File: src/adcseq_pkg.sv
// Constants and types shared by the ADC reading sequencer control block.
package adcseq_pkg;

	// ----------------------------------------------------------------
	// Register addresses and widths
	// ----------------------------------------------------------------
	localparam int          REG_W        = 24;
	localparam int          ADDR_W       = 6;
	localparam logic [5:0]  ADDR_CTRL    = 6'h2B;
	localparam logic [5:0]  ADDR_DLY     = 6'h2C;
	localparam logic [5:0]  ADDR_SEL_LO  = 6'h2D;
	localparam logic [5:0]  ADDR_SEL_HI  = 6'h2E;
	localparam logic [5:0]  ADDR_RES0    = 6'h2F;
	localparam logic [5:0]  ADDR_RES3    = 6'h32;
	localparam logic [23:0] REG_RESET    = 24'h000000;

	// ----------------------------------------------------------------
	// Control register fields
	// ----------------------------------------------------------------
	localparam int B_GP_EN      = 0;
	localparam int B_GP_START   = 1;
	localparam int B_GP_CONT    = 2;
	localparam int B_GP_HOLD    = 3;
	localparam int B_GP_STOP    = 4;
	localparam int B_LED_MAN    = 8;
	localparam int B_TS_EN      = 12;
	localparam int B_TS_START   = 13;
	localparam int B_TS_CONT    = 14;
	localparam int B_TS_HOLD    = 15;
	localparam int B_TS_STOP    = 16;
	localparam int B_PEN_EN     = 20;
	localparam int STOP_W       = 3;

	// ----------------------------------------------------------------
	// Delay, channel-select, action and result fields
	// ----------------------------------------------------------------
	localparam int N_GP_PRE     = 0;
	localparam int N_GP_INTER   = 1;
	localparam int N_GP_POST    = 2;
	localparam int N_TS_PRE     = 3;
	localparam int N_TS_INTER   = 4;
	localparam int N_TS_POST    = 5;
	localparam int SEL_HI_W     = 8;
	localparam int ACT_LSB      = 8;
	localparam int ACT_W        = 2;
	localparam int NIB_W        = 4;
	localparam int RES_W        = 10;
	localparam int RES_LO_LSB   = 2;
	localparam int RES_HI_LSB   = 14;
	localparam int N_SLOTS      = 8;

	// ----------------------------------------------------------------
	// Converter request and answer
	// ----------------------------------------------------------------
	typedef struct packed {
		logic       start;
		logic       touch;
		logic [1:0] action;
		logic [3:0] channel;
	} adcseq_conv_req_type;

	typedef struct packed {
		logic       done;
		logic [9:0] data;
	} adcseq_conv_rsp_type;

	typedef enum logic [1:0] {
		ACT_DUMMY   = 2'h0,
		ACT_XPLATE  = 2'h1,
		ACT_YPLATE  = 2'h2,
		ACT_CONTACT = 2'h3
	} adcseq_action_type;

endpackage

File: src/adcseq_ctrl.sv
// ADC reading sequencer control: registers, program arbitration and slot sequencing.
`timescale 1ns/1ps
module adcseq_ctrl #(
	parameter int DLY_TICK_CYCLES = 250
) (
	input  wire logic                        core_clk,
	input  wire logic                        sys_rst,
	input  wire logic                        digital_reset_n,
	input  wire logic                        reg_wr_en,
	input  wire logic                        reg_rd_en,
	input  wire logic [adcseq_pkg::ADDR_W-1:0] reg_addr,
	input  wire logic [adcseq_pkg::REG_W-1:0]  reg_wdata,
	output logic      [adcseq_pkg::REG_W-1:0]  reg_rdata,
	output logic                             reg_rd_valid,
	output logic                             gp_conv_enable,
	output logic                             touch_enable,
	output logic                             pen_detect_enable,
	output logic                             manual_led_ctrl_en,
	output adcseq_pkg::adcseq_conv_req_type  conv_req,
	input  adcseq_pkg::adcseq_conv_rsp_type  conv_rsp
);
	import adcseq_pkg::*;

	typedef enum logic [2:0] {
		S_IDLE, S_PRE, S_CONV, S_WAIT, S_STORE, S_INTER, S_POST
	} adcseq_state_type;

	function automatic logic [3:0] nib(input logic [31:0] v, input logic [2:0] i);
		nib = v[{i, 2'h0} +: NIB_W];
	endfunction

	// ----------------------------------------------------------------
	// Reset synchroniser
	// ----------------------------------------------------------------
	logic dr_meta_reg;
	logic dr_sync_reg;
	logic rst_int;

	always_ff @(posedge core_clk) begin
		if (sys_rst) begin
			dr_meta_reg <= 1'b0;
			dr_sync_reg <= 1'b0;
		end else begin
			dr_meta_reg <= digital_reset_n;
			dr_sync_reg <= dr_meta_reg;
		end
	end

	assign rst_int = sys_rst | ~dr_sync_reg;

	// ----------------------------------------------------------------
	// Register storage and decode
	// ----------------------------------------------------------------
	adcseq_state_type    state_reg, state_next;
	logic [REG_W-1:0]    ctrl_reg, dly_reg, sel_lo_reg, sel_hi_reg;
	logic [RES_W-1:0]    result_mem [N_SLOTS];
	logic [2:0]          slot_reg, slot_next;
	logic                run_touch_reg, run_touch_next;
	logic [3:0]          dly_cnt_reg, dly_cnt_next;
	logic [RES_W-1:0]    cap_reg;
	logic [15:0]         tick_cnt_reg;
	logic                tick;
	logic                wr_ctrl, wr_dly, wr_sel_lo, wr_sel_hi;
	logic                gp_go, ts_go, take_gp, take_ts, hold_all;
	logic                act_cont, act_en, last_slot, dly_done, do_store;
	logic [2:0]          act_stop;
	logic [31:0]         sel_all;
	logic [2:0]          res_idx;
	logic [REG_W-1:0]    rd_mux, res_word;
	logic                issue;

	assign wr_ctrl   = reg_wr_en && (reg_addr == ADDR_CTRL);
	assign wr_dly    = reg_wr_en && (reg_addr == ADDR_DLY);
	assign wr_sel_lo = reg_wr_en && (reg_addr == ADDR_SEL_LO);
	assign wr_sel_hi = reg_wr_en && (reg_addr == ADDR_SEL_HI);
	assign sel_all   = {sel_hi_reg[SEL_HI_W-1:0], sel_lo_reg};

	assign res_idx  = 3'((reg_addr - ADDR_RES0) << 1);
	assign res_word = {result_mem[res_idx + 3'h1], 2'h0, result_mem[res_idx], 2'h0};
	assign rd_mux   = (reg_addr == ADDR_CTRL)   ? ctrl_reg :
	                  (reg_addr == ADDR_DLY)    ? dly_reg :
	                  (reg_addr == ADDR_SEL_LO) ? sel_lo_reg :
	                  (reg_addr == ADDR_SEL_HI) ? sel_hi_reg :
	                  (reg_addr >= ADDR_RES0 && reg_addr <= ADDR_RES3) ? res_word :
	                  REG_RESET;

	// A host write overrides the hardware clear, so a new request is never lost.
	always_ff @(posedge core_clk) begin
		if (rst_int) begin
			ctrl_reg   <= REG_RESET;
			dly_reg    <= REG_RESET;
			sel_lo_reg <= REG_RESET;
			sel_hi_reg <= REG_RESET;
		end else begin
			if (wr_ctrl) begin
				ctrl_reg <= reg_wdata;
			end else begin
				ctrl_reg[B_GP_START] <= ctrl_reg[B_GP_START] & ~take_gp;
				ctrl_reg[B_TS_START] <= ctrl_reg[B_TS_START] & ~take_ts;
			end
			if (wr_dly) begin
				dly_reg <= reg_wdata;
			end
			if (wr_sel_lo) begin
				sel_lo_reg <= reg_wdata;
			end
			if (wr_sel_hi) begin
				sel_hi_reg <= reg_wdata;
			end
		end
	end

	always_ff @(posedge core_clk) begin
		if (rst_int) begin
			reg_rdata    <= REG_RESET;
			reg_rd_valid <= 1'b0;
		end else begin
			reg_rdata    <= reg_rd_en ? rd_mux : REG_RESET;
			reg_rd_valid <= reg_rd_en;
		end
	end

	assign gp_conv_enable     = ctrl_reg[B_GP_EN];
	assign manual_led_ctrl_en = ctrl_reg[B_LED_MAN];
	assign touch_enable       = ctrl_reg[B_TS_EN];
	assign pen_detect_enable  = ctrl_reg[B_PEN_EN];

	// ----------------------------------------------------------------
	// Delay tick divider
	// ----------------------------------------------------------------
	always_ff @(posedge core_clk) begin
		if (rst_int || tick) begin
			tick_cnt_reg <= 16'h0000;
		end else begin
			tick_cnt_reg <= tick_cnt_reg + 16'h0001;
		end
	end

	assign tick = (tick_cnt_reg == 16'(DLY_TICK_CYCLES - 1));

	// ----------------------------------------------------------------
	// Program arbitration and sequencing
	// ----------------------------------------------------------------
	assign ts_go    = ctrl_reg[B_TS_START] && ctrl_reg[B_TS_EN];
	assign gp_go    = ctrl_reg[B_GP_START] && ctrl_reg[B_GP_EN];
	assign take_ts  = (state_reg == S_IDLE) && ts_go;
	assign take_gp  = (state_reg == S_IDLE) && gp_go && !ts_go;
	assign hold_all = ctrl_reg[B_GP_HOLD] | ctrl_reg[B_TS_HOLD];
	assign act_cont = run_touch_reg ? ctrl_reg[B_TS_CONT] : ctrl_reg[B_GP_CONT];
	assign act_en   = run_touch_reg ? ctrl_reg[B_TS_EN] : ctrl_reg[B_GP_EN];
	assign act_stop = run_touch_reg ? ctrl_reg[B_TS_STOP +: STOP_W] :
	                  ctrl_reg[B_GP_STOP +: STOP_W];
	assign last_slot = (slot_reg == act_stop);
	assign dly_done  = (dly_cnt_reg == 4'h0) && !hold_all;
	assign do_store  = (state_reg == S_STORE) && !hold_all;
	assign issue     = (state_reg == S_CONV) && !hold_all;

	always_comb begin
		state_next     = state_reg;
		slot_next      = slot_reg;
		run_touch_next = run_touch_reg;
		dly_cnt_next   = (tick && !hold_all && dly_cnt_reg != 4'h0) ?
		                 dly_cnt_reg - 4'h1 : dly_cnt_reg;
		case (state_reg)
			S_IDLE: begin
				if (take_ts) begin
					run_touch_next = 1'b1;
					slot_next      = 3'h0;
					dly_cnt_next   = nib({8'h00, dly_reg}, 3'(N_TS_PRE));
					state_next     = S_PRE;
				end else if (take_gp) begin
					run_touch_next = 1'b0;
					slot_next      = 3'h0;
					dly_cnt_next   = nib({8'h00, dly_reg}, 3'(N_GP_PRE));
					state_next     = S_PRE;
				end
			end
			S_PRE, S_INTER, S_POST: begin
				if (dly_done) begin
					state_next = S_CONV;
				end
			end
			S_CONV: begin
				if (issue) begin
					state_next = S_WAIT;
				end
			end
			S_WAIT: begin
				if (conv_rsp.done) begin
					state_next = S_STORE;
				end
			end
			S_STORE: begin
				if (do_store && last_slot && act_cont) begin
					slot_next    = 3'h0;
					dly_cnt_next = nib({8'h00, dly_reg},
					               run_touch_reg ? 3'(N_TS_POST) : 3'(N_GP_POST));
					state_next   = S_POST;
				end else if (do_store && last_slot) begin
					state_next = S_IDLE;
				end else if (do_store) begin
					slot_next    = slot_reg + 3'h1;
					dly_cnt_next = nib({8'h00, dly_reg},
					               run_touch_reg ? 3'(N_TS_INTER) : 3'(N_GP_INTER));
					state_next   = S_INTER;
				end
			end
			default: begin
				state_next = S_IDLE;
			end
		endcase
		if (state_reg != S_IDLE && !act_en) begin
			state_next = S_IDLE;
		end
	end

	always_ff @(posedge core_clk) begin
		if (rst_int) begin
			state_reg     <= S_IDLE;
			slot_reg      <= 3'h0;
			run_touch_reg <= 1'b0;
			dly_cnt_reg   <= 4'h0;
		end else begin
			state_reg     <= state_next;
			slot_reg      <= slot_next;
			run_touch_reg <= run_touch_next;
			dly_cnt_reg   <= dly_cnt_next;
		end
	end

	// ----------------------------------------------------------------
	// Converter request and result capture
	// ----------------------------------------------------------------
	always_ff @(posedge core_clk) begin
		if (rst_int) begin
			conv_req <= '0;
			cap_reg  <= '0;
		end else begin
			conv_req.start <= issue;
			if (issue) begin
				conv_req.touch   <= run_touch_reg;
				conv_req.channel <= nib(sel_all, slot_reg);
				conv_req.action  <= sel_hi_reg[ACT_LSB + {slot_reg, 1'b0} +: ACT_W];
			end
			if (state_reg == S_WAIT && conv_rsp.done) begin
				cap_reg <= conv_rsp.data;
			end
		end
	end

	always_ff @(posedge core_clk) begin
		if (rst_int) begin
			for (int i = 0; i < N_SLOTS; i++) begin
				result_mem[i] <= '0;
			end
		end else if (do_store) begin
			result_mem[slot_reg] <= cap_reg;
		end
	end
endmodule

File: config.mk
export PLATFORM = sky130hd
export DESIGN_NAME = adcseq_ctrl
export DESIGN_NICKNAME = d
export VERILOG_FILES = /design/src/adcseq_pkg.sv /design/src/adcseq_ctrl.sv
export SDC_FILE = /design/constraint.sdc
export NUM_CORES = 1
export LEC_CHECK = 0
export ABC_AREA = 0
export BUFFER_PORTS_ARGS = -buffer_cell sky130_fd_sc_hd__buf_2
export CORE_UTILIZATION = 45
export CTS_CLUSTER_SIZE = 10
export DETAILED_ROUTE_END_ITERATION = 8
export PLACE_DENSITY_LB_ADDON = 0.1
export SYNTH_ARGS = -nofsm -noshare
export SYNTH_HDL_FRONTEND = slang
export SYNTH_SLANG_ARGS = --single-unit
export TNS_END_PERCENT = 50
File: constraint.sdc
create_clock -name core_clk -period 3.35 [get_ports core_clk]
set_input_delay 0.335 -clock core_clk [delete_from_list [all_inputs] [get_ports core_clk]]
set_output_delay 0.335 -clock core_clk [all_outputs]
set_load 0.02 [all_outputs]
==> results of run 1 <==
[final cells by class]
type | count | area [um2] | area share
well taps | 324 | 405 | 0.0318
clock buffers | 46 | 810 | 0.0634
flip-flops and latches | 248 | 5770 | 0.452
multi-input cells | 800 | 4990 | 0.391
repair buffers | 118 | 683 | 0.0535
inverters | 29 | 109 | 0.00853
[worst paths after layout]
path / cells past startpoint / from / slack, ns / end
worst min register to register: 1 / dr_meta_reg$_SDFF_PP0_ / 0.44 / dr_sync_reg$_SDFF_PP0_
worst max register to register: 7 / state_reg[0]$_SDFFE_PP0P_ / 0.68 / result_mem[1][7]$_SDFFCE_PN0P_
worst min-delay path: 2 / digital_reset_n / 0.02 / dr_meta_reg$_SDFF_PP0_
worst max-delay path: 7 / state_reg[0]$_SDFFE_PP0P_ / 0.68 / result_mem[1][7]$_SDFFCE_PN0P_
[cells in the mapped netlist, types with 2 or more instances]
master | count | area share
a211oi_1 | 7 | 0.0047
nor3_1 | 10 | 0.0045
mux2_2 | 8 | 0.0081
o21ai_1 | 9 | 0.0040
a22oi_1 | 25 | 0.017
edfxtp_1 | 80 | 0.22
mux4_2 | 30 | 0.061
o21ai_0 | 49 | 0.022
inv_1 | 29 | 0.0098
xor2_1 | 10 | 0.0079
mux2i_1 | 44 | 0.040
nand2b_1 | 8 | 0.0045
nand4_1 | 4 | 0.0022
a31oi_1 | 4 | 0.0022
xnor2_1 | 9 | 0.0071
buf_1 | 3 | 0.0010
dfxtp_1 | 168 | 0.30
nor2_1 | 62 | 0.021
ha_1 | 8 | 0.0090
nand3_1 | 17 | 0.0076
clkbuf_1 | 60 | 0.020
nand2_1 | 237 | 0.080
nand4b_1 | 3 | 0.0024
a22o_1 | 2 | 0.0016
a21oi_1 | 112 | 0.050
buf_2 | 10 | 0.0045
or3_1 | 3 | 0.0017
and2_1 | 86 | 0.048
nand3b_1 | 2 | 0.0013
a221o_1 | 4 | 0.0036
nor2b_1 | 10 | 0.0056
and4_1 | 2 | 0.0016
o22ai_1 | 5 | 0.0028
o31ai_1 | 3 | 0.0020
[stage by stage]
step	instances	worst slack (ns)	util	hold slack, ns	cell area (um2)
floorplan	1151	0.882	-	0.407	11100
global placement	1518	0.756	0.491	0.417	11900
detailed placement	1518	0.703	0.491	0.433	11900
CTS	1565	0.692	0.525	0.000263	12800
global route	1565	0.516	0.525	0.0254	12800
finish	1565	0.682	0.525	0.0200	12800
[logic make-up after synthesis]
| logic type | count (synthesis) | share of synthesized area |
|---|---|---|
| multiplexers | 83 | 0.110 |
| adder cells (fa/ha/maj) | 8 | 0.00898 |
| AND/OR/NAND/NOR | 458 | 0.193 |
| flip-flops | 248 | 0.517 |
| buffers and inverters | 103 | 0.0362 |
| AO/OA/AOI/OAI | 232 | 0.120 |
| XOR/XNOR | 19 | 0.0149 |
[power by group]
part	switching [mW]	total [mW]	internal (mW)
Clock	1.19	2.81	1.62
Combinational	0.114	0.177	0.0638
Sequential	0.00826	3.13	3.12
[cell usage in the layout, fill, tap and decap left out, drive strengths merged, types with 3 or more instances in the layout]
cell type	n
and2	87
nor2	62
o22ai	5
mux4	30
a221o	4
edfxtp	80
nor2b	10
o21ai	58
dfxtp	168
nand3	18
a31oi	4
o31ai	3
mux2	9
xor2	10
nand2b	8
a22oi	25
buf	117
or3	3
xnor2	9
clkbuf	46
a21oi	112
a211oi	8
nand4b	3
nand4	4
mux2i	44
nand2	237
nor3	10
inv	29
ha	8
[routing by layer]
metal	vias up	routed length (um)	share of wire
li1	4146	-	-
met1	4173	14400	0.44
met2	261	15600	0.48
met3	50	1680	0.051
met4	0	991	0.030
met5	-	0	0
==> flow_metrics.env, run 1 <==
export IMPL_io_buffers=82
export IMPL_die_width_um=159
export IMPL_use_met1=0.353
export IMPL_crit_type="flop to flop"
export IMPL_worstPathArrival_ns=2.84
export IMPL_worstPathMaxFanout=11
export IMPL_drt_first_iter_violations=759
export IMPL_start_util=0.458
export IMPL_fp_dieH_um=159
export IMPL_syn_nets=1205
export IMPL_wl_per_cell_um=20.9
export IMPL_ys_flop_type="dfxtp_1"
export IMPL_cpLargestDelayFamily="simple AND/OR/NAND/NOR gates"
export IMPL_largest_register="result_mem"
export IMPL_fillerInstances=2246
export IMPL_diodes=0
export IMPL_worstMarginPinSlew_ns=1.08
export IMPL_drv_slew=0
export IMPL_rsz0062_at_grt="no"
export IMPL_clk_pin_slew_ns=0.05
export IMPL_setup_tns_ns=0
export IMPL_grt_overflow_total=0
export IMPL_critPathBufInv=2
export IMPL_hp_class="input pin to flop"
export IMPL_worstSetupEndpointType="flop"
export IMPL_io_pin_count=83
export IMPL_ys_seq_elements=248
export IMPL_min_period_ns=2.67
export IMPL_tritoncts="yes"
export IMPL_hpwlAfterDp_um=23100
export IMPL_critPathLaunchType="flop"
export IMPL_synth_area_mm2=0.0111
export IMPL_ir_worst_vdd_mv=0.415
export IMPL_drc=0
export IMPL_cts_sinks=248
export IMPL_vias_per_cell=5.51
export IMPL_clock_skew_ns=0.0151
export IMPL_core_area_mm2=0.0243
export IMPL_crit_path_cell_trace="or3b_1 -> nor2_1 -> buf_4 -> nand3_1 -> nor3_1 -> buf_4 -> nand2b_1"
export IMPL_syn2layout_area_growth_pct=14.6
export IMPL_power_leakage_nw=4.40
export IMPL_cp_required_ns=3.52
export IMPL_fmax_mhz=375
export IMPL_busiest_layer="met2"
export IMPL_drive_gt1_frac=0.162
export IMPL_cts_path_max_buffers=3
export IMPL_grt_use_met3=0.0362
export IMPL_grt_max_degree=95
export IMPL_hold_violations=0
export IMPL_grt_usage=0.260
export IMPL_max_stage_delay_ns=0.47
export IMPL_cts_buffers=29
export IMPL_rows=57
export IMPL_largest_reg_flops=80
export IMPL_ant_nets=0
export IMPL_synth_area_per_cell_um2=9.68
export IMPL_firstDrtPassIters=5
export IMPL_synth_cells=1151
export IMPL_finalNetCount=1280
export IMPL_cp_slowest_cell="or3b_1"
export IMPL_gp_congestion=0.899
export IMPL_clk_latency_ns=0.54
export IMPL_drt_total_wl_um=32700
export IMPL_post_cts_resized=0
export IMPL_status="completed"
export IMPL_yosysSeqAreaShare=0.517
export IMPL_slew_headroom=0.281
export IMPL_htreeDepth=1
export IMPL_root_buffer="clkbuf_16"
export IMPL_setup_viol=0
export IMPL_cp_common_cell="buf_4"
export IMPL_grt_pass1_wl_um=50500
export IMPL_ys_types=62
export IMPL_power_density_mw_per_mm2=479
export IMPL_p_total_mw=6.11
export IMPL_vias=8630
export IMPL_ys_async_sr_fraction=0
export IMPL_hold_buffers=1
export IMPL_period_share=0.796
export IMPL_synth_edf_count=80
export IMPL_dieArea_mm2=0.0254
export IMPL_met2_usage=0.432
export IMPL_yosysWarnings=0
export IMPL_grt_antenna_before_repair=0
export IMPL_max_cap_violations=0
export IMPL_grt_pass1_vias=8237
export IMPL_post_cts_buffers=0
Note: power is estimated with default switching activity, not from simulation.
==> inputs of run 2 (changes only) <==
Settings changed: ABC_AREA 0 to 1.
Clock period 3.35 ns to 2.25 ns, I/O delays scaled along.
==> flow_metrics.env, run 2 <==
export IMPL_ys_seq_elements=248
export IMPL_post_cts_resized=0
export IMPL_yosysMostFrequentCell="o21ai_0"
export IMPL_drt_total_wl_um=34400
export IMPL_rr_startpoint="state_reg[0]$_SDFFE_PP0P_"
export IMPL_ys_async_sr_fraction=0
export IMPL_synthTopCellsByCount="210 x o21ai_0, 204 x nor2_1, 196 x nand2_1, 168 x dfxtp_1, 150 x a21oi_1"
export IMPL_min_path_cells=3
export IMPL_drv_slew=0
export IMPL_synth_edf_count=80
export IMPL_slew_headroom=0.523
export IMPL_crit_type="flop to flop"
export IMPL_largest_register="result_mem"
export IMPL_worstReg2RegEnd="result_mem[1][9]$_SDFFCE_PN0P_"
export IMPL_rsz0062_at_grt="no"
export IMPL_vias_per_cell=5.45
export IMPL_ant_nets=0
export IMPL_layout_common_cells="210 x o21ai_0, 203 x nor2_1, 196 x nand2_1"
export IMPL_rows=57
export IMPL_r2r_cells=9
export IMPL_wl_per_cell_um=18.3
export IMPL_critPathLaunchType="flop"
export IMPL_grt_pass1_wl_um=53700
export IMPL_ys_types=42
export IMPL_drt_first_iter_violations=922
export IMPL_core_area_mm2=0.0245
export IMPL_fp_dieH_um=161
export IMPL_vias=10200
export IMPL_seq_area_mm2=0.00577
export IMPL_hpwlAfterDp_um=23600
export IMPL_synth_area_mm2=0.0113
export IMPL_firstDrtPassIters=5
export IMPL_cts_path_max_buffers=3
export IMPL_setup_tns_ns=0
export IMPL_worstSetupEndpointType="flop"
export IMPL_tritoncts="yes"
export IMPL_status="completed"
export IMPL_post_cts_buffers=0
export IMPL_whs_ns=0.00850
export IMPL_max_cap_violations=0
export IMPL_htreeDepth=1
export IMPL_diodes=0
export IMPL_synth_top_cells_by_area="dfxtp_1 30%, edfxtp_1 21%, o21ai_0 9.3%"
export IMPL_hold_buffers=24
export IMPL_synth_cells=1443
export IMPL_grt_usage=0.266
export IMPL_gp_congestion=0.876
export IMPL_clock_skew_ns=0.0124
export IMPL_hold_path_endpoint="sel_lo_reg[0]$_SDFFE_PP0P_"
export IMPL_synth_area_leader_cell="dfxtp_1"
export IMPL_grt_pass1_vias=9575
export IMPL_root_buffer="clkbuf_16"
export IMPL_hp_class="input pin to flop"
export IMPL_worstPathArrival_ns=2.18
export IMPL_drc=0
export IMPL_io_buffers=82
export IMPL_fillerInstances=2373
export IMPL_finalNetCount=1594
export IMPL_io_pin_count=83
export IMPL_clk_latency_ns=0.54
export IMPL_hp_start="reg_wdata[0]"
export IMPL_ys_flop_type="dfxtp_1"
export IMPL_dieArea_mm2=0.0259
export IMPL_fmax_mhz=500
export IMPL_hold_violations=0
export IMPL_power_density_mw_per_mm2=694
export IMPL_yosysWarnings=0
export IMPL_cts_buffers=29
export IMPL_multi_input_area_mm2=0.00467
export IMPL_largest_reg_flops=80
export IMPL_syn2layout_area_growth_pct=17.0
export IMPL_power_leakage_nw=4.85
export IMPL_ff2ff_setup_slack_ns=0.25
export IMPL_grt_overflow_total=0
export IMPL_cts_sinks=248
export IMPL_setup_viol=0
export IMPL_worstPathMaxFanout=10
export IMPL_period_share=0.889
export IMPL_drive_gt1_frac=0.130
export IMPL_ir_worst_vdd_mv=0.474
export IMPL_synth_top_area_share=0.296
export IMPL_synth_area_per_cell_um2=7.86
export IMPL_clk_pin_slew_ns=0.06
export IMPL_pre_cts_slack_ns=0.209
export IMPL_start_util=0.462
export IMPL_min_period_ns=2.00
export IMPL_setup_ws_ns=0.249
export IMPL_grt_max_degree=50
export IMPL_grt_antenna_before_repair=0
export IMPL_syn_nets=1497
export IMPL_cp_required_ns=2.43
export IMPL_yosysSeqAreaShare=0.508
export IMPL_layout_commonest_cell="o21ai_0"
export IMPL_die_width_um=161
export IMPL_worstMarginPinSlew_ns=0.714
-- run 2: how the worst max path moves through the flow --
stage	start	to	slack, ns
6_report	state_reg[0]$_SDFFE_PP0P_	result_mem[1][9]$_SDFFCE_PN0P_	0.25
5_1_grt	state_reg[0]$_SDFFE_PP0P_	result_mem[1][9]$_SDFFCE_PN0P_	0.10
4_1_cts	state_reg[0]$_SDFFE_PP0P_	result_mem[5][8]$_SDFFCE_PN0P_	0.22
3_5_place_dp	reg_addr[0]	reg_rdata[11]$_SDFF_PP0_	0.21
3_3_place_gp	reg_addr[0]	reg_rdata[11]$_SDFF_PP0_	0.23
2_1_floorplan	state_reg[0]$_SDFFE_PP0P_	result_mem[4][0]$_SDFFCE_PN0P_	0.41
-- run 2: final cells by class --
cell class / count / share of cell area
Clock buffer: 42 / 0.0599
Clock inverter: 1 / 0.000377
Inverter: 142 / 0.0403
Multi-Input combinational cell: 964 / 0.352
Sequential cell: 248 / 0.434
Tap cell: 324 / 0.0305
Timing Repair Buffer: 155 / 0.0824
-- run 2: metrics by stage --
step,power (mW),cells,instance area (um2),utilization
floorplan,4.94,1443,11300,-
global placement,5.12,1809,12200,0.499
detailed placement,5.12,1809,12200,0.499
CTS,9.27,1876,13300,0.541
global route,9.49,1876,13300,0.541
finish,9.22,1876,13300,0.541
-- run 2: power by group --
part           total [mW]  internal [mW]  switching [mW]
Clock                4.15           2.39            1.76
Combinational       0.415          0.150           0.265
Sequential           4.65           4.64          0.0110
Total                9.22           7.18            2.03
-- run 2: kinds of logic (layout without fill, tap and decap cells) --
kind of cell    count (synthesis)  after routing  synth area share
simple gates                  523            523             0.197
xor+xnor                        3              3           0.00232
compound gates                430            430             0.202
flops                         248            248             0.508
buf+inv                       231            340            0.0811
fa+ha+maj                       8              8           0.00882
-- run 2: critical path, cell delays in order, from the launching register on --
cell and delay (ns):
dfxtp_1 0.34, nor2_4 0.19, inv_4 0.08, nor2_8 0.13, nand2_4 0.08, inv_2 0.09, nand2_2 0.11, nor2_4 0.15
nand2_1 0.09, nand2_1 0.40
-- run 2: per-layer routing --
metal	GRT usage	share of wire	routed length, um	vias to the layer above
met5	0	0	0	-
met4	0.0750	0.023	807	0
met3	0.0331	0.059	2040	53
met2	0.419	0.45	15400	317
met1	0.384	0.47	16100	4822
li1	-	-	-	5023
